`src/tmmc_pkg.sv`:
```
// Purpose: Constants for the tape manual motion control block.
// Assumes: 20 MHz clock; panel and mechanism levels are asynchronous.
// Notes: Timing constants derive from named times and the clock rate.
package tmmc_pkg;
  localparam int unsigned CLK_HZ = 20_000_000;
  localparam int unsigned SEARCH_TIME_MS = 4000;
  localparam int unsigned SEARCH_CYCLES = SEARCH_TIME_MS * (CLK_HZ / 1000);
  localparam int unsigned FAKE_LP_TIME_US = 100;
  localparam int unsigned FAKE_LP_CYCLES = FAKE_LP_TIME_US * (CLK_HZ / 1000_000);
  localparam int unsigned SYNC_STAGES = 2;
  localparam logic [31:0] CNT_ONE = 32'h0000_0001;
  localparam logic [31:0] CNT_ZERO = 32'h0000_0000;
endpackage : tmmc_pkg

```
`src/tmmc_sync_edge.sv`:
```
// Purpose: Two-stage synchronizer with rising-edge pulse.
// Assumes: Input asynchronous to clk_in.
// Notes: First stage feeds only the second stage.
`timescale 1ns/10ps
`default_nettype none
module tmmc_sync_edge
  import tmmc_pkg::*;
(
  input wire logic clk_in,
  input wire logic srst_in,
  input wire logic ce_in,
  input wire logic async_in,
  output logic level_out,
  output logic rise_out
);
  logic meta_q;
  logic sync_q;
  logic prev_q;

  always_ff @(posedge clk_in) begin
    if (srst_in) begin
      meta_q <= 1'b0;
      sync_q <= 1'b0;
      prev_q <= 1'b0;
    end else if (ce_in) begin
      meta_q <= async_in;
      sync_q <= meta_q;
      prev_q <= sync_q;
    end
  end

  assign level_out = sync_q;
  assign rise_out = sync_q & ~prev_q;
endmodule : tmmc_sync_edge
`default_nettype wire

```
`src/tmmc_timer.sv`:
```
// Purpose: Retriggerable down-counter one-shot.
// Assumes: start_in is a single-cycle pulse.
// Notes: expire_out pulses once when the count runs out.
`timescale 1ns/10ps
`default_nettype none
module tmmc_timer
  import tmmc_pkg::*;
#(
  parameter logic [31:0] CYCLES = 32'h0000_0010
) (
  input wire logic clk_in,
  input wire logic srst_in,
  input wire logic ce_in,
  input wire logic start_in,
  input wire logic abort_in,
  output logic busy_out,
  output logic expire_out
);
  logic [31:0] cnt_q;

  always_ff @(posedge clk_in) begin
    if (srst_in) begin
      cnt_q <= CNT_ZERO;
      expire_out <= 1'b0;
    end else if (ce_in) begin
      expire_out <= 1'b0;
      if (abort_in) begin
        cnt_q <= CNT_ZERO;
      end else if (start_in) begin
        cnt_q <= CYCLES;
      end else if (cnt_q != CNT_ZERO) begin
        cnt_q <= cnt_q - CNT_ONE;
        expire_out <= (cnt_q == CNT_ONE);
      end
    end
  end

  assign busy_out = (cnt_q != CNT_ZERO);
endmodule : tmmc_timer
`default_nettype wire

```
`src/tmmc_top.sv`:
```
// Purpose: Manual motion control: remote qualify, load-point search, buttons.
// Assumes: All panel and mechanism inputs are asynchronous levels.
// Notes: Controller commands are gated by the remote qualification.
//
// The placing of the registers was decided locally.
`timescale 1ns/10ps
`default_nettype none
module tmmc_top
  import tmmc_pkg::*;
#(
  parameter logic [31:0] SEARCH_CNT = 32'(SEARCH_CYCLES),
  parameter logic [31:0] FAKE_LP_CNT = 32'(FAKE_LP_CYCLES)
) (
  input wire logic clk_in,
  input wire logic srst_in,
  input wire logic ce_in,
  input wire logic remote_mode_level_in,
  input wire logic unit_selected_in,
  input wire logic lp_search_request_in,
  input wire logic load_point_in,
  input wire logic rewind_in_progress_in,
  input wire logic reverse_button_level_in,
  input wire logic forward_button_level_in,
  input wire logic beginning_of_tape_level_in,
  input wire logic end_of_tape_level_in,
  input wire logic local_reset_level_in,
  input wire logic ctrl_set_forward_in,
  input wire logic ctrl_set_reverse_in,
  input wire logic ctrl_set_write_in,
  input wire logic ctrl_clear_function_in,
  output logic selected_and_remote_out,
  output logic forward_motion_out,
  output logic reverse_motion_out,
  output logic write_enable_out,
  output logic tape_removal_out,
  output logic search_active_out,
  output logic simulated_load_point_out,
  output logic master_clear_out,
  output logic buffer_clear_out
);
  logic remote_s;
  logic selected_s;
  logic lp_s;
  logic rewind_s;
  logic bot_s;
  logic eot_s;
  logic local_s;
  logic lp_search_rise;
  logic rev_rise;
  logic fwd_rise;
  logic local_rise;
  logic remote_fall_q;
  logic remote_prev_q;
  logic master_clear_d;
  logic set_reverse_pulse;
  logic set_forward_pulse;
  logic arm_q;
  logic search_busy;
  logic search_expire;
  logic fake_busy;
  logic fake_start;
  logic qual;

  // Synchronized levels and rising edges
  tmmc_sync_edge u_remote (.clk_in(clk_in), .srst_in(srst_in),
    .ce_in(ce_in), .async_in(remote_mode_level_in),
    .level_out(remote_s), .rise_out());
  tmmc_sync_edge u_sel (.clk_in(clk_in), .srst_in(srst_in),
    .ce_in(ce_in), .async_in(unit_selected_in),
    .level_out(selected_s), .rise_out());
  tmmc_sync_edge u_lps (.clk_in(clk_in), .srst_in(srst_in),
    .ce_in(ce_in), .async_in(lp_search_request_in),
    .level_out(), .rise_out(lp_search_rise));
  tmmc_sync_edge u_lp (.clk_in(clk_in), .srst_in(srst_in),
    .ce_in(ce_in), .async_in(load_point_in),
    .level_out(lp_s), .rise_out());
  tmmc_sync_edge u_rew (.clk_in(clk_in), .srst_in(srst_in),
    .ce_in(ce_in), .async_in(rewind_in_progress_in),
    .level_out(rewind_s), .rise_out());
  tmmc_sync_edge u_rev (.clk_in(clk_in), .srst_in(srst_in),
    .ce_in(ce_in), .async_in(reverse_button_level_in),
    .level_out(), .rise_out(rev_rise));
  tmmc_sync_edge u_fwd (.clk_in(clk_in), .srst_in(srst_in),
    .ce_in(ce_in), .async_in(forward_button_level_in),
    .level_out(), .rise_out(fwd_rise));
  tmmc_sync_edge u_bot (.clk_in(clk_in), .srst_in(srst_in),
    .ce_in(ce_in), .async_in(beginning_of_tape_level_in),
    .level_out(bot_s), .rise_out());
  tmmc_sync_edge u_eot (.clk_in(clk_in), .srst_in(srst_in),
    .ce_in(ce_in), .async_in(end_of_tape_level_in),
    .level_out(eot_s), .rise_out());
  tmmc_sync_edge u_loc (.clk_in(clk_in), .srst_in(srst_in),
    .ce_in(ce_in), .async_in(local_reset_level_in),
    .level_out(local_s), .rise_out(local_rise));

  assign qual = remote_s & selected_s;

  always_ff @(posedge clk_in) begin
    if (srst_in) begin
      selected_and_remote_out <= 1'b0;
    end else if (ce_in) begin
      selected_and_remote_out <= qual;
    end
  end

  // Master clear on local reset rise and on leaving remote mode
  always_ff @(posedge clk_in) begin
    if (srst_in) begin
      remote_prev_q <= 1'b0;
      remote_fall_q <= 1'b0;
    end else if (ce_in) begin
      remote_prev_q <= remote_s;
      remote_fall_q <= remote_prev_q & ~remote_s;
    end
  end

  assign master_clear_d = local_rise | remote_fall_q |
    (qual & ctrl_clear_function_in);

  always_ff @(posedge clk_in) begin
    if (srst_in) begin
      master_clear_out <= 1'b0;
      buffer_clear_out <= 1'b0;
    end else if (ce_in) begin
      master_clear_out <= master_clear_d;
      buffer_clear_out <= master_clear_d;
    end
  end

  // Set pulses: local buttons, or controller commands when qualified
  assign set_reverse_pulse = (rev_rise & ~remote_s) |
    (qual & ctrl_set_reverse_in);
  assign set_forward_pulse = (fwd_rise & ~remote_s) |
    (qual & ctrl_set_forward_in);

  always_ff @(posedge clk_in) begin
    if (srst_in) begin
      reverse_motion_out <= 1'b0;
    end else if (ce_in) begin
      if (rewind_s || master_clear_d || bot_s) begin
        reverse_motion_out <= 1'b0;
      end else if (set_reverse_pulse && !forward_motion_out) begin
        reverse_motion_out <= 1'b1;
      end
    end
  end

  always_ff @(posedge clk_in) begin
    if (srst_in) begin
      forward_motion_out <= 1'b0;
    end else if (ce_in) begin
      if (rewind_s || master_clear_d || (eot_s && !remote_s)) begin
        forward_motion_out <= 1'b0;
      end else if (set_forward_pulse && !reverse_motion_out) begin
        forward_motion_out <= 1'b1;
      end
    end
  end

  always_ff @(posedge clk_in) begin
    if (srst_in) begin
      write_enable_out <= 1'b0;
    end else if (ce_in) begin
      if (rewind_s || local_s || master_clear_d || !qual) begin
        write_enable_out <= 1'b0;
      end else if (ctrl_set_write_in) begin
        write_enable_out <= 1'b1;
      end
    end
  end

  always_ff @(posedge clk_in) begin
    if (srst_in) begin
      tape_removal_out <= 1'b0;
    end else if (ce_in) begin
      if (master_clear_d) begin
        tape_removal_out <= 1'b0;
      end
    end
  end

  // Load-point search timer and arming flip-flop
  tmmc_timer #(.CYCLES(SEARCH_CNT)) u_search (.clk_in(clk_in),
    .srst_in(srst_in), .ce_in(ce_in), .start_in(lp_search_rise),
    .abort_in(1'b0), .busy_out(search_busy),
    .expire_out(search_expire));

  always_ff @(posedge clk_in) begin
    if (srst_in) begin
      arm_q <= 1'b0;
    end else if (ce_in) begin
      if (lp_search_rise) begin
        arm_q <= 1'b1;
      end else if ((search_busy && lp_s) || search_expire ||
                   master_clear_d) begin
        arm_q <= 1'b0;
      end
    end
  end

  assign fake_start = search_expire & arm_q & ~lp_s;

  tmmc_timer #(.CYCLES(FAKE_LP_CNT)) u_fake (.clk_in(clk_in),
    .srst_in(srst_in), .ce_in(ce_in), .start_in(fake_start),
    .abort_in(master_clear_d), .busy_out(fake_busy),
    .expire_out());

  always_ff @(posedge clk_in) begin
    if (srst_in) begin
      simulated_load_point_out <= 1'b0;
      search_active_out <= 1'b0;
    end else if (ce_in) begin
      simulated_load_point_out <= fake_busy | fake_start;
      search_active_out <= search_busy | lp_search_rise;
    end
  end
endmodule : tmmc_top
`default_nettype wire

```
`config.mk`:
```
export PLATFORM = sky130hd
export DESIGN_NAME = tmmc_top
export DESIGN_NICKNAME = d
export VERILOG_FILES = /design/src/tmmc_pkg.sv /design/src/tmmc_sync_edge.sv /design/src/tmmc_timer.sv /design/src/tmmc_top.sv
export SDC_FILE = /design/constraint.sdc
export NUM_CORES = 1
export LEC_CHECK = 0
export BUFFER_PORTS_ARGS = -buffer_cell sky130_fd_sc_hd__buf_2
export CAP_MARGIN = 20
export CORE_MARGIN = 3
export CORE_UTILIZATION = 25
export CTS_CLUSTER_DIAMETER = 150
export DETAILED_ROUTE_END_ITERATION = 16
export GPL_TIMING_DRIVEN = 1
export PLACE_DENSITY = 0.47
export SYNTH_ARGS = -nofsm -noshare
export SYNTH_HDL_FRONTEND = slang
export SYNTH_SLANG_ARGS = --single-unit
```
`constraint.sdc`:
```
create_clock -name clk_in -period 2.3 [get_ports clk_in]
set_input_delay 0.115 -clock clk_in [delete_from_list [all_inputs] [get_ports clk_in]]
set_output_delay 0.115 -clock clk_in [all_outputs]
set_load 0.02 [all_outputs]
```
==> results.tsv <==
metric	value	unit
path_max_fanout	7	
ys_ff_latch	99	
fin_area	0.00613	mm2
pre_cts_ws	-0.253	ns
endpoint_kind	flop	
worst_slack	-0.200	ns
synthCells	531	
violations	negative setup slack	
drive_above_1_share	0.269	
slew_viol_final	0	
yosysWarnings	0	
synth.top_cell.area_share	0.426	
use_met1	0.155	
dp_hpwl	8220	um
wire_per_inst	13.5	um
mostFrequentLayoutCells	dfxtp_1 (97), nor2_1 (79), buf_4 (73)	
r2r_end	u_fake.cnt_q[2]	
syn-num-nets	552	
fill_cells	1911	
skew	0.00989	ns
sw_frac_of_total	0.427	
critPathMaxStageDelay	0.45	ns
cpLargestDelayFamily	simple AND/OR/NAND/NOR gates	
die_w	142	um
worst_hold_path.endpoint	u_lps.meta_q	
ant_nets	0	
synthTopCellsByArea	dfxtp_1 (43%), nor2_1 (6.6%), mux2i_1 (5.8%)	
initial_utilization	0.256	
intPower	0.00619	W
cts_root_buffer	clkbuf_16	
place_area	0.00547	mm2
reg2reg_slack	-0.20	ns
use_met2	0.191	
min_path_type	in -> reg	
top_regs	u_fake.cnt_q: 32 flops, u_search.cnt_q: 32 flops	
synth_area_per_cell	8.77	um2
core	0.0181	mm2
grt_pass1_vias	4116	
worstSetupPathType	reg -> reg	
power_leakage	2.47	nW
viasPerCell	4.75	
maxCapViolations	0	
vias	4086	
p_sw	0.00462	W
path_clk_slew	0.07	ns
die_height	142	um
clkPwrFrac	0.137	
start_kind	flop	
syn-cell-area	0.00465	mm2
globalRouteMet3Util	0.0249	
dr.pass1.iters	5	
post-route-min-period	2.50	ns
synth_area_leader_cell	dfxtp_1	
grt_max_degree	32	
multiInputGateArea	0.00274	mm2
area_delta_synth_final	31.7	%
hold_path_depth	3	
clk_latency	0.35	ns
seqPwrFrac	0.245	
grt_pass1_wl	19700	um
grt_busiest_layer	met2	
required	2.53	ns
cpMaxStageDelayCell	or4b_4	
die_area	0.0203	mm2
regArea	0.00198	mm2
detail_route.wirelength	11600	um
cp_cell_sequence	inv_2 -> ha_4 -> or4b_4 -> or4_4 -> or3_4 -> buf_6 -> o211ai_1 -> xor2_1 -> nor2_1	
finalSetupViolCount	27	
status	finished with violations	
placed_cells	823	
cts_tree	done	
synth_edf_count	0	
finalNonFillerCells	860	
layout.cells.most_common	dfxtp_1	
cp.arrival	2.73	ns
max_freq	0.400	GHz
cts_made_buffers	9	
n_antenna_cell	0	
worst-path-buf-inv	2	
rr_worst_depth	9	
place_congestion	0.839	
finalHoldViolations	0	
rsz0062_at_grt	true	
hold_start	lp_search_request_in	
ys_seq_area_frac	0.426	
grtUsageTotal	0.119	
whs	0.00998	ns
clockBufferDepth	2	
route.detailed.drc	0	
rows	49	
clkSinkCount	99	
power.density	1760	mW/mm2
peakVddDrop	0.747	mV
h-tree-depth	3	
portBuffers	24	
synth-main-ff-cell	dfxtp_1	
grt_overflow	0	
synthDistinctLibCells	66	
drtIter0Drc	125	
async_reset_ff_frac	0	
layout.nets	647	
r2r_start	u_fake.cnt_q[0]	
ios	26	
power_frac_comb	0.619	
period_share	1.09	
grt_antenna_before_repair	0	
-- layout make-up --
class                           count  area share
Tap cell                          229      0.0467
Inverter                            8     0.00490
Clock buffer                       11      0.0396
Sequential cell                    99       0.324
Clock inverter                      5     0.00735
Timing Repair Buffer              110       0.131
Multi-Input combinational cell    398       0.447
-- power by group through the flow --
stage               Combinational [W]  Sequential (W)  Clock (W)
finish                        0.00669         0.00264    0.00148
global route                  0.00737         0.00272    0.00160
CTS                           0.00618         0.00263    0.00153
detailed placement            0.00572         0.00265          0
global placement              0.00568         0.00264          0
floorplan                     0.00377         0.00264          0
-- worst max path at each step --
stage,startpoint,endpoint,slack (ns),depth (start not counted)
after floorplan,u_fake.cnt_q[0],u_fake.cnt_q[0],-0.24,10
after global placement,u_fake.cnt_q[0],u_fake.cnt_q[27],-0.19,9
after CTS,u_fake.cnt_q[0],u_fake.cnt_q[27],-0.19,9
after global routing,u_fake.cnt_q[0],u_fake.cnt_q[2],-0.27,9
final,u_fake.cnt_q[0],u_fake.cnt_q[2],-0.20,9
after detailed placement,u_fake.cnt_q[0],u_fake.cnt_q[27],-0.25,9
-- metrics by stage --
step                total power [W]  setup TNS [ns]   util
floorplan                   0.00641           -3.76      -
global placement            0.00833           -2.27  0.301
detailed placement          0.00838           -3.14  0.301
CTS                          0.0103           -3.04  0.330
global route                 0.0117           -5.35  0.338
finish                       0.0108           -3.18  0.338
-- worst min-delay path, cell delays in order --
cell and delay, ns:
buf_2 0.08, mux2i_1 0.06, nor2_1 0.07
-- repair_timing --
item / 4_1_cts / 5_1_grt
hold buffers: 8 / 0
resized for setup: 16 / 27
setup buffers: 9 / 4
endpoints found under the setup margin: 35 / 53
pin swaps: 6 / 16
gates cloned: 0 / 0
hold endpoints to repair: 8 / 0
-- cells in the mapped netlist (2+ instances only) --
| master | number |
|---|---|
| o211ai_1 | 6 |
| nand4_1 | 5 |
| or4_4 | 2 |
| a32o_1 | 2 |
| nor2b_1 | 3 |
| o311ai_0 | 2 |
| a211oi_2 | 2 |
| o41ai_1 | 2 |
| mux2i_1 | 27 |
| nor4_1 | 21 |
| and4_1 | 2 |
| or3_1 | 14 |
| buf_2 | 2 |
| a31oi_1 | 2 |
| o21a_1 | 2 |
| nand3_1 | 19 |
| o31ai_1 | 7 |
| nand2_1 | 30 |
| clkbuf_1 | 17 |
| xnor2_1 | 18 |
| and2_1 | 4 |
| a211oi_1 | 2 |
| buf_4 | 2 |
| nand2b_1 | 3 |
| or4_1 | 12 |
| inv_1 | 7 |
| dfxtp_1 | 99 |
| xor2_1 | 22 |
| and4b_1 | 2 |
| or2_2 | 5 |
| nor3b_1 | 3 |
| buf_1 | 4 |
| a21oi_1 | 30 |
| nand3b_1 | 3 |
| nor3_1 | 21 |
| nor2_1 | 82 |
| o21ai_0 | 13 |
| ha_1 | 4 |
-- logic make-up after synthesis --
kind of cell	share of synthesized area
DFF	0.426
other	0.000806
AOI/OAI and AO/OA	0.126
xor gates and xnor gates	0.0753
and+or+nand+nor	0.272
buffers and inverters	0.0312
muxes	0.0581
adders and majority gates	0.0108
-- layer usage --
layer,vias up,routed length (um)
met5,-,0
li1,2106,-
met1,1915,5680
met3,14,313
met2,51,5400
met4,0,253
Note: power is estimated with default switching activity, not from simulation.
